## config.mk

```make
export PLATFORM = sky130hd
export DESIGN_NAME = plcr_link_ctrl
export DESIGN_NICKNAME = d
export VERILOG_FILES = /design/src/logic/plcr_pkg.sv /design/src/logic/plcr_event_window.sv /design/src/logic/plcr_link_ctrl.sv
export VERILOG_INCLUDE_DIRS = /design/src /design/src/logic
export SDC_FILE = /design/constraint.sdc
export NUM_CORES = 1
export LEC_CHECK = 0
export BUFFER_PORTS_ARGS = -buffer_cell sky130_fd_sc_hd__buf_2
export CAP_MARGIN = 25
export CORE_MARGIN = 2
export CORE_UTILIZATION = 43
export CTS_CLUSTER_DIAMETER = 40
export DETAILED_ROUTE_END_ITERATION = 6
export GPL_TIMING_DRIVEN = 0
export PLACE_DENSITY = 0.69
export SYNTH_ARGS = -nofsm -noshare
export SYNTH_HDL_FRONTEND = slang
export SYNTH_HIERARCHICAL = 1
export SYNTH_SLANG_ARGS = --single-unit
```

## constraint.sdc

```tcl
create_clock -name clk_sys -period 6.6 [get_ports clk_sys]
set_input_delay 0.99 -clock clk_sys [delete_from_list [all_inputs] [get_ports clk_sys]]
set_output_delay 0.99 -clock clk_sys [all_outputs]
set_load 0.005 [all_outputs]
```

## src/logic/plcr_params.svh

```systemverilog
// Functional notes
// - with the enhanced link bit (bit 4) set the link indicator lights only for a 100 Mb/s full-duplex link, otherwise for any link.
// - while the enhanced link bit is set the activity-blink setting is ignored and the link indicator never blinks.
// - with the isolate bit (bit 3) set and a 100 Mb/s half-duplex link up, the MII outputs are isolated.
// - receive symbol errors during idle are flagged only while bit 2 is set, which resets to 1.
// - with bit 1 clear a transmit enable falling on an odd nibble is stretched one nibble with transmit error forced.
// - bit 0 set takes the RMII receive data timing from the receive clock, clear from the reference clock input.
// - polarity bit 6 at 1 is normal polarity, at 0 both twisted pairs are inverted.
// - crossover bit 5 set receives on the transmit pair and transmits on the receive pair.
// - port mirroring is on when bits 5 and 6 are both set.
// - fast-link-down bit 3 drops the link after 32 MII receive errors inside one 10 us interval.
// - fast-link-down bit 2 drops the link after 20 line-code violations inside one 10 us interval.
// - fast-link-down bit 1 drops the link after 20 low-SNR crossings inside one 10 us interval.
// - fast-link-down bit 0 drops the link as soon as the energy detector reports loss of energy.
// - the link drop is the OR of the four enabled conditions and the field resets to zero.
// - reserved bits 15 to 7 of the third control register ignore writes and read as zero.
`ifndef PLCR_PARAMS_SVH
`define PLCR_PARAMS_SVH

// ==========================================================
// register map
`define PLCR_ADDR_W 5
`define PLCR_DATA_W 16
`define PLCR_OFS_CTRL_TWO 5'h0a
`define PLCR_OFS_CTRL_THREE 5'h0b
`define PLCR_RST_CTRL_TWO 16'h0104
`define PLCR_RST_CTRL_THREE 16'h0000
`define PLCR_MASK_CTRL_THREE 16'h007f

// ==========================================================
// field positions, control two
`define PLCR_C2_ENH_LINK 4
`define PLCR_C2_ISOLATE 3
`define PLCR_C2_IDLE_ERR 2
`define PLCR_C2_ODD_DIS 1
`define PLCR_C2_RMII_RXCLK 0

// ==========================================================
// field positions, control three
`define PLCR_C3_POLARITY 6
`define PLCR_C3_CROSS 5
`define PLCR_C3_FLD_RXERR 3
`define PLCR_C3_FLD_MLT3 2
`define PLCR_C3_FLD_SNR 1
`define PLCR_C3_FLD_ENERGY 0

// ==========================================================
// timing
`define PLCR_CLK_MHZ 125
`define PLCR_WINDOW_NS 10000
`define PLCR_WINDOW_CYC ((`PLCR_WINDOW_NS * `PLCR_CLK_MHZ) / 1000)
`define PLCR_CNT_W 11
`define PLCR_THR_RXERR 32
`define PLCR_THR_MLT3 20
`define PLCR_THR_SNR 20
`define PLCR_EVT_CNT_W 6
`define PLCR_BLINK_W 22

`endif

```

## src/logic/plcr_pkg.sv

```systemverilog
`default_nettype none

package plcr_pkg;

    // link state reported by the PCS/negotiation logic
    typedef struct packed {
        logic up;
        logic speed_100;
        logic full_duplex;
    } plcr_link_type;

    // one MII transmit nibble control pair
    typedef struct packed {
        logic en;
        logic er;
    } plcr_tx_ctl_type;

    // drop sources, one bit per monitor
    typedef struct packed {
        logic rx_err;
        logic mlt3_err;
        logic low_snr;
        logic energy_loss;
    } plcr_drop_type;

    typedef enum logic [1:0] {
        PLCR_TX_IDLE = 2'b00,
        PLCR_TX_EVEN = 2'b01,
        PLCR_TX_ODD = 2'b11,
        PLCR_TX_STRETCH = 2'b10
    } plcr_tx_state_type;

endpackage

`default_nettype wire

```

## src/logic/plcr_event_window.sv

```systemverilog
`include "plcr_params.svh"
`default_nettype none

module plcr_event_window #(
    parameter logic [`PLCR_EVT_CNT_W-1:0] THRESHOLD = 6'h20
) (
    // clock and reset
    input wire logic clk_sys,
    input wire logic reset,
    // control
    input wire logic enable,
    input wire logic interval_start,
    input wire logic event_in,
    // result
    output logic hit
);

    logic [`PLCR_EVT_CNT_W-1:0] count;
    logic [`PLCR_EVT_CNT_W-1:0] next_count;
    logic reached;

    // an event on the interval boundary counts toward the new interval
    assign next_count = interval_start ? {{(`PLCR_EVT_CNT_W-1){1'b0}}, event_in}
                      : (event_in && !reached) ? count + 6'h01 : count;
    assign reached = (count == THRESHOLD);

    always_ff @(posedge clk_sys) begin
        if (reset || !enable) begin
            count <= '0;
        end else begin
            count <= next_count;
        end
    end

    // hit stays up for the rest of the interval once the threshold is met
    assign hit = enable && reached;

endmodule

`default_nettype wire

```

## src/logic/plcr_link_ctrl.sv

```systemverilog
`include "plcr_params.svh"
`default_nettype none

module plcr_link_ctrl (
    // clock and reset
    input wire logic clk_sys,
    input wire logic reset,
    // management register port
    input wire logic [`PLCR_ADDR_W-1:0] reg_addr,
    input wire logic reg_write,
    input wire logic reg_read,
    input wire logic [`PLCR_DATA_W-1:0] reg_wdata,
    output logic [`PLCR_DATA_W-1:0] reg_rdata,
    output logic reg_rvalid,
    // link state and indicator
    input wire plcr_pkg::plcr_link_type link_state,
    input wire logic activity,
    input wire logic phy_general_control_blink,
    output logic led_link,
    // receive side
    input wire logic rx_idle_symbol_error,
    output logic rx_idle_error,
    output logic mii_isolate,
    input wire logic rmii_rx_clk_tick,
    input wire logic reference_clock_input_tick,
    output logic rmii_ref_rx_clk,
    output logic rmii_rx_sample,
    // transmit side, one tick per transmit clock cycle
    input wire logic tx_clk_tick,
    input wire plcr_pkg::plcr_tx_ctl_type tx_mac,
    output plcr_pkg::plcr_tx_ctl_type tx_phy,
    // pair configuration
    output logic twisted_transmit_pair_invert,
    output logic twisted_receive_pair_invert,
    output logic pair_crossover,
    output logic port_mirror,
    // fast link down
    input wire logic rx_error_event,
    input wire logic mlt3_violation_event,
    input wire logic low_snr_event,
    input wire logic energy_loss,
    output plcr_pkg::plcr_drop_type drop_cause,
    output logic link_drop
);

    // ==========================================================
    // registers
    logic [`PLCR_DATA_W-1:0] link_control_two;
    logic [`PLCR_DATA_W-1:0] link_control_three;
    logic sel_two;
    logic sel_three;
    logic [`PLCR_DATA_W-1:0] next_rdata;

    assign sel_two = (reg_addr == `PLCR_OFS_CTRL_TWO);
    assign sel_three = (reg_addr == `PLCR_OFS_CTRL_THREE);

    // unmapped addresses read as zero; reserved bits are masked off
    assign next_rdata = sel_two ? link_control_two
                      : sel_three ? (link_control_three & `PLCR_MASK_CTRL_THREE)
                      : 16'h0000;

    always_ff @(posedge clk_sys) begin
        if (reset) begin
            link_control_two <= `PLCR_RST_CTRL_TWO;
            link_control_three <= `PLCR_RST_CTRL_THREE;
        end else if (reg_write) begin
            if (sel_two) begin
                link_control_two <= reg_wdata;
            end
            if (sel_three) begin
                link_control_three <= reg_wdata & `PLCR_MASK_CTRL_THREE;
            end
        end
    end

    always_ff @(posedge clk_sys) begin
        if (reset) begin
            reg_rdata <= 16'h0000;
            reg_rvalid <= 1'b0;
        end else begin
            reg_rdata <= reg_read ? next_rdata : reg_rdata;
            reg_rvalid <= reg_read;
        end
    end

    // ==========================================================
    // field decode
    logic enh_link;
    logic isolate_hd;
    logic idle_err_en;
    logic odd_disable;
    logic rmii_rxclk;
    logic polarity_normal;
    logic crossover;
    logic [3:0] fld_enable;

    assign enh_link = link_control_two[`PLCR_C2_ENH_LINK];
    assign isolate_hd = link_control_two[`PLCR_C2_ISOLATE];
    assign idle_err_en = link_control_two[`PLCR_C2_IDLE_ERR];
    assign odd_disable = link_control_two[`PLCR_C2_ODD_DIS];
    assign rmii_rxclk = link_control_two[`PLCR_C2_RMII_RXCLK];
    assign polarity_normal = link_control_three[`PLCR_C3_POLARITY];
    assign crossover = link_control_three[`PLCR_C3_CROSS];
    assign fld_enable = link_control_three[`PLCR_C3_FLD_RXERR:`PLCR_C3_FLD_ENERGY];

    // ==========================================================
    // link indicator
    logic link_full_100;
    logic led_base;
    logic blink_allowed;
    logic [`PLCR_BLINK_W-1:0] blink_count;
    logic blink_phase;
    logic next_led;

    assign link_full_100 = link_state.up && link_state.speed_100 && link_state.full_duplex;
    assign led_base = enh_link ? link_full_100 : link_state.up;
    // the blink divider only runs while traffic is seen, so the led starts lit
    assign blink_allowed = phy_general_control_blink && !enh_link;
    assign blink_phase = blink_count[`PLCR_BLINK_W-1];
    assign next_led = led_base && !(blink_allowed && activity && blink_phase);

    always_ff @(posedge clk_sys) begin
        if (reset) begin
            blink_count <= '0;
        end else if (blink_allowed && activity) begin
            blink_count <= blink_count + 22'h000001;
        end else begin
            blink_count <= '0;
        end
    end

    always_ff @(posedge clk_sys) begin
        if (reset) begin
            led_link <= 1'b0;
        end else begin
            led_link <= next_led;
        end
    end

    // ==========================================================
    // receive side controls
    logic link_half_100;
    logic next_isolate;

    assign link_half_100 = link_state.up && link_state.speed_100 && !link_state.full_duplex;
    assign next_isolate = isolate_hd && link_half_100;

    always_ff @(posedge clk_sys) begin
        if (reset) begin
            mii_isolate <= 1'b0;
            rx_idle_error <= 1'b0;
            rmii_ref_rx_clk <= 1'b0;
            rmii_rx_sample <= 1'b0;
        end else begin
            mii_isolate <= next_isolate;
            rx_idle_error <= idle_err_en && rx_idle_symbol_error;
            rmii_ref_rx_clk <= rmii_rxclk;
            rmii_rx_sample <= rmii_rxclk ? rmii_rx_clk_tick
                                         : reference_clock_input_tick;
        end
    end

    // ==========================================================
    // transmit odd-nibble handling
    plcr_pkg::plcr_tx_state_type tx_state;
    plcr_pkg::plcr_tx_state_type next_tx_state;
    plcr_pkg::plcr_tx_ctl_type next_tx;

    // parity counts nibbles sent since enable rose; odd means a byte is split
    always_comb begin
        next_tx_state = tx_state;
        next_tx = tx_phy;
        if (tx_clk_tick) begin
            unique case (tx_state)
                plcr_pkg::PLCR_TX_IDLE,
                plcr_pkg::PLCR_TX_STRETCH: begin
                    next_tx = tx_mac;
                    next_tx_state = tx_mac.en ? plcr_pkg::PLCR_TX_ODD
                                              : plcr_pkg::PLCR_TX_IDLE;
                end
                plcr_pkg::PLCR_TX_ODD: begin
                    if (tx_mac.en) begin
                        next_tx = tx_mac;
                        next_tx_state = plcr_pkg::PLCR_TX_EVEN;
                    end else if (!odd_disable) begin
                        next_tx.en = 1'b1;
                        next_tx.er = 1'b1;
                        next_tx_state = plcr_pkg::PLCR_TX_STRETCH;
                    end else begin
                        next_tx = tx_mac;
                        next_tx_state = plcr_pkg::PLCR_TX_IDLE;
                    end
                end
                plcr_pkg::PLCR_TX_EVEN: begin
                    next_tx = tx_mac;
                    next_tx_state = tx_mac.en ? plcr_pkg::PLCR_TX_ODD
                                              : plcr_pkg::PLCR_TX_IDLE;
                end
            endcase
        end
    end

    always_ff @(posedge clk_sys) begin
        if (reset) begin
            tx_state <= plcr_pkg::PLCR_TX_IDLE;
            tx_phy <= '0;
        end else begin
            tx_state <= next_tx_state;
            tx_phy <= next_tx;
        end
    end

    // ==========================================================
    // pair configuration
    always_ff @(posedge clk_sys) begin
        if (reset) begin
            twisted_transmit_pair_invert <= 1'b1;
            twisted_receive_pair_invert <= 1'b1;
            pair_crossover <= 1'b0;
            port_mirror <= 1'b0;
        end else begin
            twisted_transmit_pair_invert <= !polarity_normal;
            twisted_receive_pair_invert <= !polarity_normal;
            pair_crossover <= crossover;
            port_mirror <= crossover && polarity_normal;
        end
    end

    // ==========================================================
    // fast link down
    logic [`PLCR_CNT_W-1:0] interval_count;
    logic interval_start;
    logic hit_rx_err;
    logic hit_mlt3;
    logic hit_snr;
    plcr_pkg::plcr_drop_type next_cause;

    // one shared interval keeps the three monitors aligned to the same window
    assign interval_start = (interval_count == 11'(`PLCR_WINDOW_CYC - 1));

    always_ff @(posedge clk_sys) begin
        if (reset) begin
            interval_count <= '0;
        end else if (interval_start) begin
            interval_count <= '0;
        end else begin
            interval_count <= interval_count + 11'h001;
        end
    end

    plcr_event_window #(
        .THRESHOLD(6'(`PLCR_THR_RXERR))
    ) u_win_rx_err (
        .clk_sys(clk_sys),
        .reset(reset),
        .enable(fld_enable[`PLCR_C3_FLD_RXERR]),
        .interval_start(interval_start),
        .event_in(rx_error_event),
        .hit(hit_rx_err)
    );

    plcr_event_window #(
        .THRESHOLD(6'(`PLCR_THR_MLT3))
    ) u_win_mlt3 (
        .clk_sys(clk_sys),
        .reset(reset),
        .enable(fld_enable[`PLCR_C3_FLD_MLT3]),
        .interval_start(interval_start),
        .event_in(mlt3_violation_event),
        .hit(hit_mlt3)
    );

    plcr_event_window #(
        .THRESHOLD(6'(`PLCR_THR_SNR))
    ) u_win_snr (
        .clk_sys(clk_sys),
        .reset(reset),
        .enable(fld_enable[`PLCR_C3_FLD_SNR]),
        .interval_start(interval_start),
        .event_in(low_snr_event),
        .hit(hit_snr)
    );

    assign next_cause.rx_err = hit_rx_err;
    assign next_cause.mlt3_err = hit_mlt3;
    assign next_cause.low_snr = hit_snr;
    // energy loss acts at once; the detector's own delay sets the reaction time
    assign next_cause.energy_loss = fld_enable[`PLCR_C3_FLD_ENERGY] && energy_loss;

    always_ff @(posedge clk_sys) begin
        if (reset) begin
            drop_cause <= '0;
            link_drop <= 1'b0;
        end else begin
            drop_cause <= next_cause;
            link_drop <= |next_cause;
        end
    end

endmodule

`default_nettype wire

```

==> results of run 1 <==
[metrics by stage]
stage / instances / hold slack, ps / setup slack [ps] / utilization (%)
floorplan: 521 / 380 / 4450 / -
global route: 745 / 489 / 4240 / 51.6
CTS: 745 / 464 / 4420 / 51.6
finish: 745 / 466 / 4420 / 51.6
global placement: 728 / 435 / 3870 / 49.6
detailed placement: 729 / 449 / 4030 / 49.8
[kinds of logic (layout without fill, tap and decap cells)]
kind of cell / count (synthesis) / count (layout)
buffers and inverters: 38 / 126
adders and majority gates: 9 / 9
AOI/OAI and AO/OA: 90 / 90
xor gates and xnor gates: 27 / 27
DFF: 108 / 108
muxes: 7 / 7
and+or+nand+nor: 242 / 242
[cells in the final DEF, fill, tap and decap left out, types with 4 or more instances in the layout]
master and count:
inv_1 15, and3_1 10, mux2i_1 7, xnor2_1 11, dfxtp_1 108, a21oi_1 52
nor2_1 49, nor3_1 5, nand4b_1 4, xor2_1 16, clkbuf_8 11, nand2_1 49
clkbuf_1 15, a31oi_1 5, or3_1 5, buf_1 4, nand3_1 48, nand4_1 11
nand2b_1 16, a22oi_1 7, buf_2 73, nor2b_1 8, ha_1 9, a211oi_1 9
o21ai_0 5, nor3b_1 6
[sequential cells by signal, indices dropped and copies added, names as in the netlist, 2 cells and up]
signal and flops:
link_control_two 16, u_win_snr/count 6, tx_phy 2, blink_count 22
reg_rdata 16, tx_state 2, drop_cause 4, u_win_rx_err/count 6
interval_count 11, link_control_three 7, u_win_mlt3/count 6
[layout make-up]
class                      instances  area, um^2  area share [%]
buffer                            23         100            1.87
clock buffer                      11         151            2.83
clock inverter                     5        42.5           0.795
inverter                          15        56.3            1.05
multi-input combinational        375        2310            43.1
sequential                       108        2160            40.4
tap                              136         170            3.18
timing repair buffer              72         363            6.78
[final timing paths]
path,startpoint,end,cells after the start
max,reg_addr[4],reg_rdata[14]$_SDFFE_PP0P_,7
min,link_control_two[5]$_SDFFE_PP0P_,link_control_two[5]$_SDFFE_PP0P_,2
max reg2reg,blink_count[0]$_SDFF_PP0_,blink_count[18]$_SDFF_PP0_,5
min reg2reg,link_control_two[5]$_SDFFE_PP0P_,link_control_two[5]$_SDFFE_PP0P_,2
[worst reg2reg max path, cell delays in order (launching register included)]
cell     delay (ps)
dfxtp_1         380
ha_1            310
inv_1           120
or4_4           590
or3_1           330
a21oi_1         140
[cells in the mapped netlist (3+ instances only)]
library cell    n  area, um^2
dfxtp_1       108        2160
a21oi_1        52         260
nand2_1        49         184
nor2_1         49         184
nand3_1        48         240
nand2b_1       16         100
xor2_1         16         140
clkbuf_1       15        56.3
inv_1          15        56.3
nand4_1        11        68.8
xnor2_1        11        96.3
and3_1         10        62.6
a211oi_1        9        67.6
ha_1            9         113
nor2b_1         8        50.1
a22oi_1         7        52.6
mux2i_1         7        70.1
nor3b_1         6        45.0
a31oi_1         5        31.3
nor3_1          5        25.0
o21ai_0         5        25.0
or3_1           5        31.3
buf_1           4        15.0
nand4b_1        4        35.0
nor4_1          4        25.0
a31o_2          3        26.3
and2_1          3        18.8
and4_1          3        26.3
or2_2           3        18.8
[layer usage]
layer / wire length [um] / vias up / share of wire, %
li1: - / 1996 / -
met1: 4850 / 1894 / 45
met2: 5080 / 92 / 48
met3: 595 / 11 / 5.6
met4: 144 / 0 / 1.3
met5: 0 / - / 0
[power by group through the flow]
stage,clock (mW),sequential (mW),combinational [mW]
after floorplan,0,0.679,0.0290
after global placement,0,0.680,0.0583
after detailed placement,0,0.680,0.0593
after CTS,0.406,0.665,0.0595
after global routing,0.432,0.666,0.0664
final,0.397,0.665,0.0595
==> results.ini, run 1 <==
[outcome]
status = finished clean

[routing]
drt_wl_total_um = 10700
viasPerCell = 5.36
wl_per_cell_um = 14.3
first_pass_iters = 6
drt-initial-drc-count = 251
vias = 3993
ant_nets = 0
drc = 0

[power_and_ir_drop]
switchingPower_mw = 0.276
peakVddDrop_mv = 0.114
power_frac_seq_pct = 59.3
clkPwrFrac_pct = 35.4
p_sw_share_pct = 24.6
internal_power_mw = 0.845
p_leak_nw = 2.03
combPwrFrac_pct = 5.3
power_mw = 1.12
power.density_nw_per_um2 = 209

[cts]
path_clk_slew_ps = 100
cts_setup_buffers = 0
clockBufferDepth = 2
clock_latency_ps = 380
cts_max_level = 3
ctsHoldBuffers = 0
cts_made_buffers = 9
cts_root_buf = clkbuf_8
cts.sinks = 108
cts_tree = done
cts.repair.resized = 0

[worst_setup_path]
end_kind = flip-flop
worstPathArrival_ps = 2490
crit_chain = buf_2 > and4bb_2 > nor2b_1 > clkbuf_1 > clkbuf_1 > nand3_1 > a21oi_1
path_delay_family = buffers and inverters
crit_path_frequent_cell = clkbuf_1
required_ps = 6910
r2r_slack_ps = 4660
crit_type = primary input to flip-flop
crit_path_top_delay_cell = clkbuf_1
cp_max_fo = 10
cp-start-kind = primary input
crit_buf_inv = 3
max_stage_delay_ps = 420

[timing]
fmaxAchievable_mhz = 458
finalMaxSlewViolations = 0
period_share_pct = 33.0
worst_pin_slew_ps = 786
slew_headroom_pct = 46.9
hold_viol_final = 0
setup_viol = 0
skew_ps = 11.3
tns_ps = 0
period_minus_slack_ps = 2180
grt_setup_unrepaired = no

[final_layout]
nNetsFinal = 653
drive_gt1_share_pct = 18.7
nFillCells = 1001
syn_to_final_growth_pct = 15.9
finish.instance_area_um2 = 5350
antenna_cells = 0

[synthesis]
synth_xor_area_share_pct = 5.12
synth-async-reset-ratio_pct = 0
synth-simple-area-share_pct = 29.0
synth_edf_count = 0
synth.mux.area_fraction_pct = 1.52
ys_seq_area_share_pct = 46.8
synth_top_family_by_area = simple AND/OR/NAND/NOR gates
netlist_area_um2 = 4620
synth_compound_area_share_pct = 11.8
syn_inst = 521
ys_types = 53
ys.flop_type = dfxtp_1
ys_ff_latch = 108
synth_adder_area_share_pct = 2.44
synth.avg_cell_area_um2 = 8.87
synth.net_count = 570
yosys_warnings = 6

[global_routing]
grt_util_met3_pct = 4.84
met2_usage_pct = 31.5
grt_max_degree = 19
grt.busiest_layer = met2
met1_usage_pct = 25.4
grt_usage_pct = 19.4
grt_first_pass_wirelength_um = 17800
grt_pass1_vias = 3692
antenna_found_initial = 0
grt.overflow.total = 0

[placed_design]
place_area_um2 = 5160
gp_congestion = 0.833
port_buffers = 71
dp_hpwl_um = 7710

[die]
start_util_pct = 44.6
die_w_um = 108
dieArea_um2 = 11600
fp.dieH_um = 108
row_count = 37
ioPinCount = 73
core_um2 = 10400

[min_path]
min_path_type = flip-flop to flip-flop

[job]
max_cap_viol_count = 0

No activity file was read; power rests on OpenSTA's default activity.
==> inputs of run 2 (changes only) <==
--- a/config.mk
+++ b/config.mk
@@ -6,6 +6,7 @@
 export SDC_FILE = /design/constraint.sdc
 export NUM_CORES = 1
 export LEC_CHECK = 0
+export ABC_AREA = 1
 export BUFFER_PORTS_ARGS = -buffer_cell sky130_fd_sc_hd__buf_2
 export CAP_MARGIN = 25
 export CORE_MARGIN = 2
@@ -13,7 +14,7 @@
 export CTS_CLUSTER_DIAMETER = 40
 export DETAILED_ROUTE_END_ITERATION = 6
 export GPL_TIMING_DRIVEN = 0
-export PLACE_DENSITY = 0.69
+export PLACE_DENSITY = 0.71
 export SYNTH_ARGS = -nofsm -noshare
 export SYNTH_HDL_FRONTEND = slang
 export SYNTH_HIERARCHICAL = 1
==> constraint.sdc (replaced) <==
create_clock -name clk_sys -period 2 [get_ports clk_sys]
set_input_delay 0.3 -clock clk_sys [delete_from_list [all_inputs] [get_ports clk_sys]]
set_output_delay 0.3 -clock clk_sys [all_outputs]
set_load 0.005 [all_outputs]
==> run 2 against run 1 <==
  * Routed wire length down 1.9%
  * Critical path depth up 1
  * Combinational power rose to 3.9 times the previous value
  * Global-route usage shrank 1.8 points
  * Critical path type is now flip-flop to flip-flop
  * Total power increased to 3.7 times the previous value
  * Synthesized area up 7.1%
  * Register-to-register slack worse by 4100 ps
  * Die area rose by 6.9%
  * Clock skew shrank 5.5 ps
  * Clock-buffer cell count down 2
==> results.ini, run 2 <==
[outcome]
status = finished clean

[synthesis]
synth_top_cell_area_share_pct = 43.7
synth-async-reset-ratio_pct = 0
ys_types = 36
ys.flop_type = dfxtp_1
synth_common_cells = nand2_1 (138), nor2_1 (127), dfxtp_1 (108)
ys_seq_area_share_pct = 43.7
synth.avg_cell_area_um2 = 7.29
synth.net_count = 728
synth_area_leader_cell = dfxtp_1
ys_ff_latch = 108
yosys_warnings = 6
synth_edf_count = 0
netlist_area_um2 = 4950
synth.most_common_cell = nand2_1
syn_inst = 679
synth_area_leaders = dfxtp_1 (44%), nand2_1 (10%), nor2_1 (9.6%), inv_1 (5.3%), a21oi_1 (4.0%)

[final_layout]
largest_register = blink_count
fin_cells = 906
largest_reg_flops = 22
final_common_cell = nand2_1
syn_to_final_growth_pct = 16.4
reg.largest.list = blink_count (22), link_control_two (16), reg_rdata (16)
nNetsFinal = 807
final_cell_mix = nand2_1 (138), nor2_1 (127), dfxtp_1 (108), buf_2 (76), inv_1 (70)
nFillCells = 1144
antenna_cells = 0
drive_gt1_share_pct = 18.5

[cts]
cts.sinks = 108
clockBufferDepth = 2
ctsHoldBuffers = 0
cts_max_level = 3
path_clk_slew_ps = 70
cts_made_buffers = 9
cts_setup_buffers = 0
cts_tree = done
clock_latency_ps = 350
cts.repair.resized = 0
cts_root_buf = clkbuf_16

[global_routing]
grt_max_degree = 21
grt_usage_pct = 17.6
grt.overflow.total = 0
antenna_found_initial = 0
grt_pass1_vias = 3905
grt_first_pass_wirelength_um = 18000

[routing]
vias = 4303
wl_per_cell_um = 11.6
drt_wl_total_um = 10500
drt-initial-drc-count = 257
drc = 0
viasPerCell = 4.75
first_pass_iters = 5
ant_nets = 0

[die]
start_util_pct = 43.7
fp.dieH_um = 111
dieArea_um2 = 12400
core_um2 = 11300
row_count = 39
die_w_um = 111
ioPinCount = 73

[placed_design]
gp_congestion = 0.820
place_inst = 890
port_buffers = 68
dp_hpwl_um = 7710
pre_cts_ws_ps = 586

[timing]
finalMaxSlewViolations = 0
tns_ps = 0
slew_headroom_pct = 65.1
setup_viol = 0
worst_slack_ps = 586
grt_setup_unrepaired = no
hold_viol_final = 0
worst_pin_slew_ps = 524
fmaxAchievable_mhz = 707
period_share_pct = 70.7
period_minus_slack_ps = 1410
skew_ps = 5.79
whs_ps = 128

[worst_setup_path]
path_delay_family = simple AND/OR/NAND/NOR gates
cp-start-kind = flip-flop
crit_end = blink_count[20]$_SDFF_PP0_
crit_path_frequent_cell = nand2_1
rr_startpoint = blink_count[0]$_SDFF_PP0_
crit_path_top_delay_cell = dfxtp_1
r2r_slack_ps = 590
crit_chain = ha_1 > nand3_2 > nor2_4 > nand3_1 > nor2_2 > nand2_1 > nand2_1 > nor2_1
end_kind = flip-flop
cp_max_fo = 7
crit_buf_inv = 0
max_stage_delay_ps = 360
crit_type = flip-flop to flip-flop
worstPathArrival_ps = 1660
reg2reg_to = blink_count[20]$_SDFF_PP0_
required_ps = 2250
cp_num_cells = 8
cp-startpoint = blink_count[0]$_SDFF_PP0_
rr_worst_depth = 8

[power_and_ir_drop]
p_leak_nw = 2.34
peakVddDrop_mv = 0.544
power.density_nw_per_um2 = 726

[job]
max_cap_viol_count = 0

[min_path]
min_path_type = primary input to flip-flop

[run 2: cells by family after synthesis]
logic type	count (synthesis)	share of synthesized area, %
and+or+nand+nor	358	33.2
DFF	108	43.7
buffers and inverters	100	8.87
AOI/OAI and AO/OA	91	9.66
xor gates and xnor gates	12	2.12
adders and majority gates	9	2.28
muxes	1	0.202
[run 2: area by class of cell]
| class | instances | area, um^2 | share of cell area [%] |
|---|---|---|---|
| plain buffers | 21 | 134 | 2.32 |
| clock buffers | 9 | 225 | 3.91 |
| clock inverters | 7 | 65.1 | 1.13 |
| inverters | 79 | 305 | 5.30 |
| multi-input cells | 471 | 2350 | 40.8 |
| flip-flops and latches | 108 | 2160 | 37.5 |
| well taps | 143 | 179 | 3.11 |
| repair buffers | 68 | 340 | 5.91 |
[run 2: how the worst min path moves through the flow]
| stage | from | to | slack [ps] | cells past startpoint |
|---|---|---|---|---|
| after global routing | link_state[0] | mii_isolate$_SDFF_PP0_ | 120 | 2 |
| after CTS | link_state[0] | mii_isolate$_SDFF_PP0_ | 110 | 2 |
| final | link_state[0] | mii_isolate$_SDFF_PP0_ | 130 | 2 |
| after global placement | link_control_three[6]$_SDFFE_PP0P_ | twisted_receive_pair_invert$_SDFF_PP1_ | 420 | 1 |
| after floorplan | link_state[0] | mii_isolate$_SDFF_PP0_ | 380 | 1 |
| after detailed placement | link_control_three[6]$_SDFFE_PP0P_ | twisted_receive_pair_invert$_SDFF_PP1_ | 420 | 1 |
[run 2: per-layer routing]
layer,vias up,GRT usage [%],share of wire (%),routed length [um]
met5,-,0,0,0
met4,0,4.86,1.2,125
met3,9,5.19,5.7,594
met2,75,28.8,45,4700
met1,1914,22.7,48,5050
li1,2305,-,-,-
[run 2: report_power, final]
| group | switching (mW) | total [mW] | leakage [nW] | internal (mW) |
|---|---|---|---|---|
| logic | 0.142 | 0.234 | 1.32 | 0.0920 |
| clock network | 0.860 | 1.74 | 0.141 | 0.879 |
| registers | 0.0214 | 2.21 | 0.876 | 2.19 |
[run 2: stage by stage]
| stage | area (um^2) | power (mW) | utilization [%] |
|---|---|---|---|
| final | 5760 | 4.18 | 50.9 |
| after detailed placement | 5470 | 2.49 | 48.3 |
| after global routing | 5760 | 4.36 | 50.9 |
| after global placement | 5470 | 2.49 | 48.3 |
| after floorplan | 4950 | 2.38 | - |
| after CTS | 5760 | 4.24 | 50.9 |
